### src/rtl/clock_mgmt_pkg.sv
// Shared constants, register map and trim code helpers for the clock management block.
// Assumes a single 20 MHz core clock and an 8-bit register port.
package clock_mgmt_pkg;

  // ----------------------------------------------------------------
  // Timing
  // ----------------------------------------------------------------
  localparam int CLK_HZ = 20_000_000;
  localparam int CLK_PERIOD_NS = 50;
  localparam int STEP_TIME_NS = 5200;
  // Least time between trim steps, rounded up
  localparam int STEP_CYCLES = (STEP_TIME_NS + CLK_PERIOD_NS - 1) / CLK_PERIOD_NS;
  localparam int SPREAD_MOD_HZ = 24_000;
  localparam int SPREAD_MOD_CYCLES = CLK_HZ / SPREAD_MOD_HZ;
  localparam int SW_DIVIDE = 8;

  // ----------------------------------------------------------------
  // Accepted input bands, as periods in core cycles
  // ----------------------------------------------------------------
  localparam int BAND0_MIN_KHZ = 2000;
  localparam int BAND0_MAX_KHZ = 3000;
  localparam int BAND1_MIN_KHZ = 333;
  localparam int BAND1_MAX_KHZ = 500;
  localparam int PER_W = 7;
  localparam logic [6:0] BAND0_MIN_CYC = 7'(CLK_HZ / (BAND0_MAX_KHZ * 1000));
  localparam logic [6:0] BAND0_MAX_CYC = 7'(CLK_HZ / (BAND0_MIN_KHZ * 1000));
  localparam logic [6:0] BAND1_MIN_CYC = 7'(CLK_HZ / (BAND1_MAX_KHZ * 1000));
  localparam logic [6:0] BAND1_MAX_CYC = 7'(CLK_HZ / (BAND1_MIN_KHZ * 1000));

  // ----------------------------------------------------------------
  // Register map
  // ----------------------------------------------------------------
  localparam logic [3:0] REG_TRIM = 4'h0;
  localparam logic [3:0] REG_CFG = 4'h1;
  localparam logic [3:0] REG_FLAGS = 4'h2;
  localparam logic [3:0] REG_MASK = 4'h3;
  localparam logic [3:0] REG_STATUS = 4'h4;
  localparam int CFG_SPREAD_EN_BIT = 0;
  localparam int CFG_SPREAD_WIDE_BIT = 1;
  localparam int CFG_BAND_BIT = 2;
  localparam int CFG_DRIVE_BIT = 3;
  localparam int FLAG_TUNING_BIT = 0;
  localparam int FLAG_LOSS_BIT = 1;
  localparam int STAT_LIVE_BIT = 0;
  localparam int STAT_EXT_BIT = 1;
  localparam int STAT_PLL_BIT = 2;
  localparam int STAT_BUSY_BIT = 3;
  localparam int STAT_STEP_LSB = 4;
  localparam logic [1:0] FLAGS_RESET = 2'h0;
  localparam logic [1:0] MASK_RESET = 2'h0;

  // ----------------------------------------------------------------
  // Trim codes: step index 0..8 stands for 16..24 MHz
  // ----------------------------------------------------------------
  localparam logic [3:0] TRIM_HIGH_LAST = 4'h4;
  localparam logic [3:0] TRIM_LOW_FIRST = 4'h9;
  localparam logic [3:0] TRIM_LOW_LAST = 4'hc;
  localparam logic [3:0] STEP_OF_TRIM0 = 4'h4;

  function automatic logic trim_valid(input logic [3:0] code);
    return (code <= TRIM_HIGH_LAST) || (code >= TRIM_LOW_FIRST && code <= TRIM_LOW_LAST);
  endfunction

  function automatic logic [3:0] trim_to_step(input logic [3:0] code);
    return (code <= TRIM_HIGH_LAST) ? code + STEP_OF_TRIM0 : code - TRIM_LOW_FIRST;
  endfunction

  function automatic logic [3:0] step_to_trim(input logic [3:0] step);
    return (step >= STEP_OF_TRIM0) ? step - STEP_OF_TRIM0 : step + TRIM_LOW_FIRST;
  endfunction

endpackage

### src/rtl/ext_clock_if.sv
// Carries the synchronised clock pin and band choice to the band checker.
// Assumes both ends run on core_clk.
interface ext_clock_if;
  logic pin_level;
  logic band_select;
  logic clock_valid;
  modport owner (output pin_level, output band_select, input clock_valid);
  modport monitor (input pin_level, input band_select, output clock_valid);
endinterface

### src/rtl/clock_management.sv
// Clock management control: trim stepping, spread, sync source and pin drive.
// Assumes fuse inputs are stable while sys_rst is high and a register master
// that keeps the strobe rules of the plain register port.

// How it works
// - Control logic and timers all run from the single 20 MHz core clock.
// - High-frequency clock nominal 20 MHz, trimmed about plus or minus 20 percent.
// - Four-bit trim selects 1 MHz steps; only nine codes are meaningful.
// - Multi-step changes walk every step, 5.2 us apart.
// - Arriving at the programmed step sets tuning done and interrupt unless masked.
// - Internal source: switching clock is high-frequency clock divided by 8.
// - Trim powers up from its fused copy.
// - Trim stepping frozen while spread or external clock is active.
// - Spread enable bit switches modulation; power-up from fuse.
// - Spread width bit picks 5 or 10 percent; power-up from fuse.
// - Spread modulates at 24 kHz on the internal path.
// - Sync mode 1 disables spread regardless of its enable.
// - Sync mode 0: PLL off, internal only; 1: PLL on, either source.
// - Band bit picks accepted input range; outside it is invalid.
// - Missing or invalid clock: fall back internal, set loss flag, interrupt.
// - Live loss status is 1 while input bad, 0 when valid.
// - Return to external only after flag cleared and input valid.
// - Sync mode 0 with drive enable toggles the pin, without it drives low; mode 1 releases the pin.
module clock_management (
  input wire logic core_clk,
  input wire logic sys_rst,
  input wire logic [3:0] reg_addr,
  input wire logic [7:0] reg_wdata,
  input wire logic reg_wr,
  input wire logic reg_rd,
  output logic [7:0] reg_rdata,
  input wire logic [3:0] fused_hf_clock_trim,
  input wire logic fused_spread_enable,
  input wire logic fused_spread_width_select,
  input wire logic fused_input_band_select,
  input wire logic fused_clock_drive_enable,
  input wire logic fused_sync_mode,
  input wire logic sync_pin_in,
  output logic sync_pin_out,
  output logic sync_pin_oe_n,
  output logic [3:0] hf_step_code,
  output logic switching_clk,
  output logic pll_enable,
  output logic ext_clock_selected,
  output logic spread_active,
  output logic spread_wide,
  output logic [8:0] spread_level,
  output logic irq_out_n
);

  // ----------------------------------------------------------------
  // Declarations
  // ----------------------------------------------------------------
  typedef enum logic {SRC_INTERNAL, SRC_EXTERNAL} source_t;

  localparam logic [6:0] STEP_LAST = 7'(clock_mgmt_pkg::STEP_CYCLES - 1);
  localparam logic [2:0] DIV_LAST = 3'(clock_mgmt_pkg::SW_DIVIDE - 1);
  localparam logic [2:0] DIV_HALF = 3'(clock_mgmt_pkg::SW_DIVIDE / 2);

  ext_clock_if mon ();

  source_t src;
  logic sync_mode;
  logic [3:0] hf_clock_trim;
  logic spread_enable;
  logic spread_width_select;
  logic input_band_select;
  logic clock_drive_enable;
  logic [1:0] flags;
  logic [1:0] mask;
  logic [3:0] cur_step;
  logic [6:0] step_timer;
  logic [2:0] div_cnt;
  logic pin_meta;
  logic pin_sync;
  logic [3:0] target_step;
  logic [3:0] next_step;
  logic step_freeze;
  logic step_due;
  logic step_arrive;
  logic spread_run;
  logic loss_event;
  logic wr_trim;
  logic wr_cfg;
  logic wr_flags;
  logic wr_mask;
  logic [1:0] flag_set;
  logic [1:0] flag_clr;
  logic [1:0] next_flags;
  logic [7:0] status;
  logic [7:0] read_mux;

  // ----------------------------------------------------------------
  // Register port decode
  // ----------------------------------------------------------------
  // Writes land in the cycle of the strobe; no wait states
  assign wr_trim = reg_wr && (reg_addr == clock_mgmt_pkg::REG_TRIM);
  assign wr_cfg = reg_wr && (reg_addr == clock_mgmt_pkg::REG_CFG);
  assign wr_flags = reg_wr && (reg_addr == clock_mgmt_pkg::REG_FLAGS);
  assign wr_mask = reg_wr && (reg_addr == clock_mgmt_pkg::REG_MASK);

  // Trim target; fuse copy at reset, unused codes dropped
  always_ff @(posedge core_clk) begin
    if (sys_rst) begin
      hf_clock_trim <= fused_hf_clock_trim;
    end else if (wr_trim && clock_mgmt_pkg::trim_valid(reg_wdata[3:0])) begin
      hf_clock_trim <= reg_wdata[3:0];
    end
  end

  // Configuration bits, each powered up from its fused copy
  always_ff @(posedge core_clk) begin
    if (sys_rst) begin
      spread_enable <= fused_spread_enable;
      spread_width_select <= fused_spread_width_select;
      input_band_select <= fused_input_band_select;
      clock_drive_enable <= fused_clock_drive_enable;
      sync_mode <= fused_sync_mode; // Fused only; no runtime write path
    end else if (wr_cfg) begin
      spread_enable <= reg_wdata[clock_mgmt_pkg::CFG_SPREAD_EN_BIT];
      spread_width_select <= reg_wdata[clock_mgmt_pkg::CFG_SPREAD_WIDE_BIT];
      input_band_select <= reg_wdata[clock_mgmt_pkg::CFG_BAND_BIT];
      clock_drive_enable <= reg_wdata[clock_mgmt_pkg::CFG_DRIVE_BIT];
    end
  end

  // Interrupt mask; a set bit keeps that flag off the interrupt line
  always_ff @(posedge core_clk) begin
    if (sys_rst) begin
      mask <= clock_mgmt_pkg::MASK_RESET;
    end else if (wr_mask) begin
      mask <= reg_wdata[1:0];
    end
  end

  // ----------------------------------------------------------------
  // Trim stepping
  // ----------------------------------------------------------------
  // Steps are walked one at a time so the regulators never see a jump
  always_comb begin
    target_step = clock_mgmt_pkg::trim_to_step(hf_clock_trim);
    step_freeze = spread_run || (src == SRC_EXTERNAL);
    step_due = !step_freeze && (cur_step != target_step) && (step_timer == STEP_LAST);
    next_step = (cur_step < target_step) ? cur_step + 4'h1 : cur_step - 4'h1;
    step_arrive = step_due && (next_step == target_step);
  end

  // Step timer and current step; timer restarts whenever the walk pauses
  always_ff @(posedge core_clk) begin
    if (sys_rst) begin
      cur_step <= clock_mgmt_pkg::trim_to_step(fused_hf_clock_trim);
      step_timer <= 7'h00;
    end else if (step_freeze || cur_step == target_step) begin
      step_timer <= 7'h00;
    end else if (step_due) begin
      cur_step <= next_step;
      step_timer <= 7'h00;
    end else begin
      step_timer <= step_timer + 7'h01;
    end
  end

  // Code presented to the analog oscillator
  always_ff @(posedge core_clk) begin
    if (sys_rst) begin
      hf_step_code <= fused_hf_clock_trim;
    end else begin
      hf_step_code <= clock_mgmt_pkg::step_to_trim(cur_step);
    end
  end

  // ----------------------------------------------------------------
  // Spread spectrum
  // ----------------------------------------------------------------
  // Sync mode overrides the enable bit outright
  assign spread_run = spread_enable && !sync_mode;

  // Spread status outputs for the analog side
  always_ff @(posedge core_clk) begin
    if (sys_rst) begin
      spread_active <= 1'b0;
      spread_wide <= 1'b0;
    end else begin
      spread_active <= spread_run;
      spread_wide <= spread_width_select;
    end
  end

  spread_modulator u_spread (
    .core_clk (core_clk),
    .sys_rst (sys_rst),
    .run (spread_run),
    .level (spread_level)
  );

  // ----------------------------------------------------------------
  // External clock input
  // ----------------------------------------------------------------
  // Two-stage synchroniser; only the second stage is looked at
  always_ff @(posedge core_clk) begin
    if (sys_rst) begin
      pin_meta <= 1'b0;
      pin_sync <= 1'b0;
    end else begin
      pin_meta <= sync_pin_in;
      pin_sync <= pin_meta;
    end
  end

  assign mon.pin_level = pin_sync;
  assign mon.band_select = input_band_select;

  clock_band_checker u_checker (
    .core_clk (core_clk),
    .sys_rst (sys_rst),
    .mon (mon)
  );

  // ----------------------------------------------------------------
  // Source selection
  // ----------------------------------------------------------------
  // Loss only counts while actually following the pin
  assign loss_event = (src == SRC_EXTERNAL) && !mon.clock_valid;

  // Source state; sync mode 0 pins it to the internal clock
  always_ff @(posedge core_clk) begin
    if (sys_rst) begin
      src <= SRC_INTERNAL;
      ext_clock_selected <= 1'b0;
    end else begin
      unique case (src)
        SRC_INTERNAL: begin
          // Flag must be cleared first so a flapping pin cannot bounce us
          if (sync_mode && mon.clock_valid && !flags[clock_mgmt_pkg::FLAG_LOSS_BIT]) begin
            src <= SRC_EXTERNAL;
            ext_clock_selected <= 1'b1;
          end
        end
        SRC_EXTERNAL: begin
          if (loss_event || !sync_mode) begin
            src <= SRC_INTERNAL;
            ext_clock_selected <= 1'b0;
          end
        end
      endcase
    end
  end

  // PLL runs whenever sync mode is fused on
  always_ff @(posedge core_clk) begin
    if (sys_rst) begin
      pll_enable <= 1'b0;
    end else begin
      pll_enable <= sync_mode;
    end
  end

  // ----------------------------------------------------------------
  // Switching clock and pin drive
  // ----------------------------------------------------------------
  // Divide by 8; while external the output follows the pin instead
  always_ff @(posedge core_clk) begin
    if (sys_rst) begin
      div_cnt <= 3'h0;
      switching_clk <= 1'b0;
    end else begin
      div_cnt <= (div_cnt == DIV_LAST) ? 3'h0 : div_cnt + 3'h1;
      if (src == SRC_EXTERNAL) begin
        switching_clk <= pin_sync;
      end else begin
        switching_clk <= (div_cnt >= DIV_HALF);
      end
    end
  end

  // Pin drive: toggle or hold low in mode 0, released as input in mode 1
  always_ff @(posedge core_clk) begin
    if (sys_rst) begin
      sync_pin_out <= 1'b0;
      sync_pin_oe_n <= 1'b1;
    end else if (!sync_mode) begin
      sync_pin_oe_n <= 1'b0;
      sync_pin_out <= clock_drive_enable && (div_cnt >= DIV_HALF);
    end else begin
      sync_pin_oe_n <= 1'b1; // Board keeps it low until a source starts
      sync_pin_out <= 1'b0;
    end
  end

  // ----------------------------------------------------------------
  // Flags and interrupt
  // ----------------------------------------------------------------
  // Write-one-to-clear; a set in the same cycle as its clear wins
  always_comb begin
    flag_set = 2'h0;
    flag_set[clock_mgmt_pkg::FLAG_TUNING_BIT] = step_arrive;
    flag_set[clock_mgmt_pkg::FLAG_LOSS_BIT] = loss_event && sync_mode;
    flag_clr = wr_flags ? reg_wdata[1:0] : 2'h0;
    next_flags = (flags & ~flag_clr) | flag_set;
  end

  always_ff @(posedge core_clk) begin
    if (sys_rst) begin
      flags <= clock_mgmt_pkg::FLAGS_RESET;
    end else begin
      flags <= next_flags;
    end
  end

  // Active-low interrupt from any unmasked flag
  always_ff @(posedge core_clk) begin
    if (sys_rst) begin
      irq_out_n <= 1'b1;
    end else begin
      irq_out_n <= ~|(flags & ~mask);
    end
  end

  // ----------------------------------------------------------------
  // Read path
  // ----------------------------------------------------------------
  // Live status; loss bit follows the checker, not the sticky flag
  always_comb begin
    status = 8'h00;
    status[clock_mgmt_pkg::STAT_LIVE_BIT] = !mon.clock_valid;
    status[clock_mgmt_pkg::STAT_EXT_BIT] = (src == SRC_EXTERNAL);
    status[clock_mgmt_pkg::STAT_PLL_BIT] = sync_mode;
    status[clock_mgmt_pkg::STAT_BUSY_BIT] = (cur_step != target_step);
    status[clock_mgmt_pkg::STAT_STEP_LSB +: 4] = clock_mgmt_pkg::step_to_trim(cur_step);
  end

  always_comb begin
    unique case (reg_addr)
      clock_mgmt_pkg::REG_TRIM: read_mux = {4'h0, hf_clock_trim};
      clock_mgmt_pkg::REG_CFG: read_mux = {4'h0, clock_drive_enable, input_band_select,
                                           spread_width_select, spread_enable};
      clock_mgmt_pkg::REG_FLAGS: read_mux = {6'h00, flags};
      clock_mgmt_pkg::REG_MASK: read_mux = {6'h00, mask};
      clock_mgmt_pkg::REG_STATUS: read_mux = status;
      default: read_mux = 8'h00; // Unmapped offsets read zero
    endcase
  end

  // Read data stands only in the cycle after the strobe
  always_ff @(posedge core_clk) begin
    if (sys_rst) begin
      reg_rdata <= 8'h00;
    end else begin
      reg_rdata <= reg_rd ? read_mux : 8'h00;
    end
  end

endmodule

### src/rtl/clock_band_checker.sv
// Measures the period of the external clock and flags it valid inside the band.
// Assumes pin_level is already synchronised to core_clk.
module clock_band_checker (
  input wire logic core_clk,
  input wire logic sys_rst,
  ext_clock_if.monitor mon
);

  logic [6:0] period_cnt;
  logic [6:0] lo_cyc;
  logic [6:0] hi_cyc;
  logic [6:0] measured;
  logic prev_level;
  logic band_q;

  // Band limits and the period ending at this edge
  always_comb begin
    lo_cyc = mon.band_select ? clock_mgmt_pkg::BAND1_MIN_CYC : clock_mgmt_pkg::BAND0_MIN_CYC;
    hi_cyc = mon.band_select ? clock_mgmt_pkg::BAND1_MAX_CYC : clock_mgmt_pkg::BAND0_MAX_CYC;
    measured = period_cnt + 7'h01;
  end

  // Period count between rising edges; a stalled pin times out as invalid
  always_ff @(posedge core_clk) begin
    if (sys_rst) begin
      period_cnt <= 7'h00;
      prev_level <= 1'b0;
      band_q <= 1'b0;
      mon.clock_valid <= 1'b0;
    end else begin
      prev_level <= mon.pin_level;
      band_q <= mon.band_select;
      if (band_q != mon.band_select) begin
        period_cnt <= 7'h00;
        mon.clock_valid <= 1'b0;
      end else if (mon.pin_level && !prev_level) begin
        period_cnt <= 7'h00;
        mon.clock_valid <= (measured >= lo_cyc) && (measured <= hi_cyc);
      end else if (period_cnt < hi_cyc) begin
        period_cnt <= measured;
      end else begin
        mon.clock_valid <= 1'b0; // Missing edge: too slow or absent
      end
    end
  end

endmodule

### src/rtl/spread_modulator.sv
// Triangle modulation profile for spread-spectrum on the internal clock.
// Assumes the analog oscillator scales the level by the selected width.
module spread_modulator (
  input wire logic core_clk,
  input wire logic sys_rst,
  input wire logic run,
  output logic [8:0] level
);

  localparam logic [9:0] LAST = 10'(clock_mgmt_pkg::SPREAD_MOD_CYCLES - 1);
  localparam logic [9:0] HALF = 10'(clock_mgmt_pkg::SPREAD_MOD_CYCLES / 2);

  logic [9:0] phase;

  // One triangle per modulation period; parked at level zero when idle
  always_ff @(posedge core_clk) begin
    if (sys_rst || !run) begin
      phase <= 10'h000;
      level <= 9'h000;
    end else begin
      phase <= (phase == LAST) ? 10'h000 : phase + 10'h001;
      level <= (phase < HALF) ? phase[8:0] : 9'(LAST - phase);
    end
  end

endmodule

### config.mk
export PLATFORM = sky130hd
export DESIGN_NAME = clock_management
export DESIGN_NICKNAME = d
export VERILOG_FILES = /design/src/rtl/clock_mgmt_pkg.sv /design/src/rtl/ext_clock_if.sv /design/src/rtl/clock_management.sv /design/src/rtl/clock_band_checker.sv /design/src/rtl/spread_modulator.sv
export SDC_FILE = /design/constraint.sdc
export NUM_CORES = 1
export LEC_CHECK = 0
export BUFFER_PORTS_ARGS = -buffer_cell sky130_fd_sc_hd__clkbuf_2
export CORE_MARGIN = 5
export CORE_UTILIZATION = 40
export CTS_BUF_LIST = sky130_fd_sc_hd__clkbuf_8
export CTS_CLUSTER_DIAMETER = 150
export DETAILED_ROUTE_END_ITERATION = 10
export MAX_ROUTING_LAYER = met4
export SLEW_MARGIN = 10
export SYNTH_ARGS = -nofsm -noshare
export SYNTH_HDL_FRONTEND = slang
export SYNTH_HIERARCHICAL = 1
export SYNTH_SLANG_ARGS = --single-unit
### constraint.sdc
create_clock -name core_clk -period 8.6 [get_ports core_clk]
set_input_delay 0.86 -clock core_clk [delete_from_list [all_inputs] [get_ports core_clk]]
set_output_delay 0.86 -clock core_clk [all_outputs]
set_load 0.05 [all_outputs]
==> impl_metrics.env <==
export IMPL_outcome="complete, no violations"
export IMPL_hold_buffers=0
export IMPL_timing_critical_path_buf_inv=1
export IMPL_async_flop_share_pct=0
export IMPL_crit_path_cell_trace="ha_1, inv_1, mux2i_1, mux2_2, ha_1, a21oi_1, o21ai_2, ha_1, a21o_1, a21oi_1, xnor2_1, xnor3_1, o41ai_2"
export IMPL_ctsResizeCount=0
export IMPL_startpoint="hf_clock_trim[2]"
export IMPL_place_area_mm2=0.00454
export IMPL_cpLargestDelayFamily="compound AO/OA/AOI/OAI gates"
export IMPL_hold_class="reg2reg"
export IMPL_cp_slowest_cell="edfxtp_1"
export IMPL_route_detailed_drc=0
export IMPL_final_common_cell="dfxtp_1"
export IMPL_hold_ws_ns=0.434
export IMPL_drt_pass1_iterations=4
export IMPL_numCtsBuffers=9
export IMPL_yosysWarnings=6
export IMPL_ios=55
export IMPL_synth_area_mm2=0.00419
export IMPL_synth_main_ff_cell="dfxtp_1"
export IMPL_cpPeakStageDelay_ns=0.46
export IMPL_r2r_cells=13
export IMPL_grt_max_degree=59
export IMPL_cp_max_fo=5
export IMPL_seq_area_frac_synth_pct=40.8
export IMPL_finalSetupViolCount=0
export IMPL_first_global_vias=3333
export IMPL_cpMostUsedCell="ha_1"
export IMPL_dp_final_hpwl_um=6800
export IMPL_top_usage_layer="met2"
export IMPL_clk_path_buf_depth=2
export IMPL_ff_latch_area_mm2=0.00171
export IMPL_fin_crit_ns=3.73
export IMPL_p_sw_uw=332
export IMPL_grtUsageMet3_pct=2.80
export IMPL_clock_skew_ns=0.00995
export IMPL_start_util_pct=40.8
export IMPL_n_fill_cell=1027
export IMPL_core_area_mm2=0.0103
export IMPL_max_freq_ghz=0.268
export IMPL_fin_setup_tns_ns=0
export IMPL_synth_edf_count=13
export IMPL_use_met1_pct=19.3
export IMPL_arrival_ns=3.99
export IMPL_drv_cap=0
export IMPL_wl_per_cell_um=14.0
export IMPL_seq_power_share_pct=43.1
export IMPL_clkLatencyLatePin_ns=0.37
export IMPL_nets=563
export IMPL_antenna_cells=0
export IMPL_cp_num_cells=13
export IMPL_worstSetupPathType="reg2reg"
export IMPL_leakage_uw=0.00192
export IMPL_cp_end_kind="flip-flop"
export IMPL_final_cell_mix="66 x dfxtp_1, 51 x nand2_1, 50 x clkbuf_2"
export IMPL_powerDensity_mw_per_mm2=208
export IMPL_syn_avg_cell_area_um2=9.03
export IMPL_min_from="div_cnt[0]"
export IMPL_antenna_found_initial=0
export IMPL_vdd_ir_drop_worst_v=0.0000896
export IMPL_cts_htree_levels=3
export IMPL_gp_routability_congestion=0.860
export IMPL_min_path_cells=1
export IMPL_dieArea_mm2=0.0126
export IMPL_multiInputGateArea_mm2=0.00230
export IMPL_hold_viol=0
export IMPL_syn_num_nets=518
export IMPL_drt_initial_drc_count=206
export IMPL_io_buffers=50
export IMPL_switching_share_pct=33.7
export IMPL_ctsRootBufferMaster="clkbuf_8"
export IMPL_cts_tree="built"
export IMPL_yosysTopAreaCellShare_pct=31.5
export IMPL_clk_pin_slew_worst_paths_ns=0.08
export IMPL_drive_gt1_share_pct=16.3
export IMPL_syn2layout_area_growth_pct=12.8
export IMPL_drt_vias_per_instance=5.19
export IMPL_dieWidth_um=112
export IMPL_synthCells=464
export IMPL_grt_pass1_wl_um=15500
export IMPL_clock_sinks=79
export IMPL_ys_ff_latch=79
export IMPL_die_h_um=112
export IMPL_std_cell_rows=37
export IMPL_startpoint_type="flip-flop"
export IMPL_internal_power_uw=652
export IMPL_wl_um=9090
export IMPL_drv_slew=0
export IMPL_synth_area_top_cells="dfxtp_1 32%, edfxtp_1 9.3%, ha_1 8.1%"
export IMPL_worstPathRequired_ns=8.86
export IMPL_combPwrFrac_pct=29.0
export IMPL_slew_headroom_pct=46.2
export IMPL_p_clk_share_pct=27.9
export IMPL_stdcell_area_mm2=0.00473
export IMPL_worstMarginPinSlew_ns=0.805
export IMPL_detail_route_antenna_nets=0
export IMPL_rsz0062_at_grt="false"
export IMPL_r2r_start="hf_clock_trim[2]"
export IMPL_synth_top_area_cell="dfxtp_1"
export IMPL_grt_overflow_total=0
export IMPL_period_share_pct=43.3
export IMPL_synth_distinct_cells=67
export IMPL_vias=3373
export IMPL_use_met2_pct=24.2
export IMPL_track_usage_pct=15.6
export IMPL_post_cts_buffers=0
## worst reg2reg max path, delay by kind of cell (launching register included)
family | cells | cell delay, ns
xor gates and xnor gates | 2 | 0.49
DFF | 1 | 0.46
buffers and inverters | 1 | 0.11
AOI/OAI and AO/OA | 5 | 1.03
muxes | 2 | 0.68
adders and majority gates | 3 | 0.86
## area by class of cell
| cell class | instances | area share (%) |
|---|---|---|
| clock inverters | 7 | 1.32 |
| repair buffers | 51 | 5.45 |
| well taps | 136 | 3.60 |
| flip-flops and latches | 79 | 36.2 |
| inverters | 26 | 2.06 |
| clock buffers | 9 | 2.62 |
| multi-input cells | 342 | 48.7 |
## registers in the layout, summed over array words and instances, names as in the netlist, 2 cells and up
signal / cells
u_spread/phase: 10
u_spread/level: 9
reg_rdata: 8
step_timer: 7
u_checker/period_cnt: 7
cur_step: 4
hf_clock_trim: 4
hf_step_code: 4
div_cnt: 3
flags: 2
mask: 2
## cell usage after synthesis (4+ instances only)
cell,n
o21ai_0,24
o31ai_1,5
nand3_1,15
nor3b_1,5
or3_1,9
nor3_1,9
xor2_1,13
inv_1,25
or2_2,4
ha_1,27
nand2b_1,12
nor2_1,40
dfxtp_1,66
xnor2_1,12
nand2_1,51
clkbuf_1,11
edfxtp_1,13
mux2i_1,10
nor2b_1,14
a21oi_1,26
## final timing paths
| path | end | slack (ns) |
|---|---|---|
| worst max register to register | flags[0] | 4.87 |
| worst min register to register | div_cnt[0] | 0.43 |
| worst min-delay path | div_cnt[0] | 0.43 |
| worst max-delay path | flags[0] | 4.87 |
## power groups by stage
stage	clock network [µW]	logic, µW	registers (µW)
floorplan	0	197	457
global placement	0	276	432
detailed placement	0	286	433
CTS	281	287	425
global route	301	320	428
finish	275	286	424
## through the flow
step                      power, µW  std cells  utilization (%)  worst slack, ns
final                           985        650             46.0             4.87
after global routing           1050        650             46.0             4.67
after CTS                       993        650             46.0             4.86
after detailed placement        719        634             44.2             4.87
after global placement          709        634             44.2             4.98
after floorplan                 654        464                -             5.23
## layer usage
layer / share of wire (%) / wire, µm
met1: 47 / 4240
met3: 3.0 / 269
met2: 47 / 4290
met5: 0 / 0
met4: 3.1 / 286
## kinds of logic after synthesis
group                      synth area share (%)
and+or+nand+nor                            22.3
AOI/OAI and AO/OA                          15.1
DFF                                        40.8
buffers and inverters                      4.21
adders and majority gates                  8.54
xor gates and xnor gates                   6.15
muxes                                      2.93
Note: power is estimated with default switching activity, not from simulation.
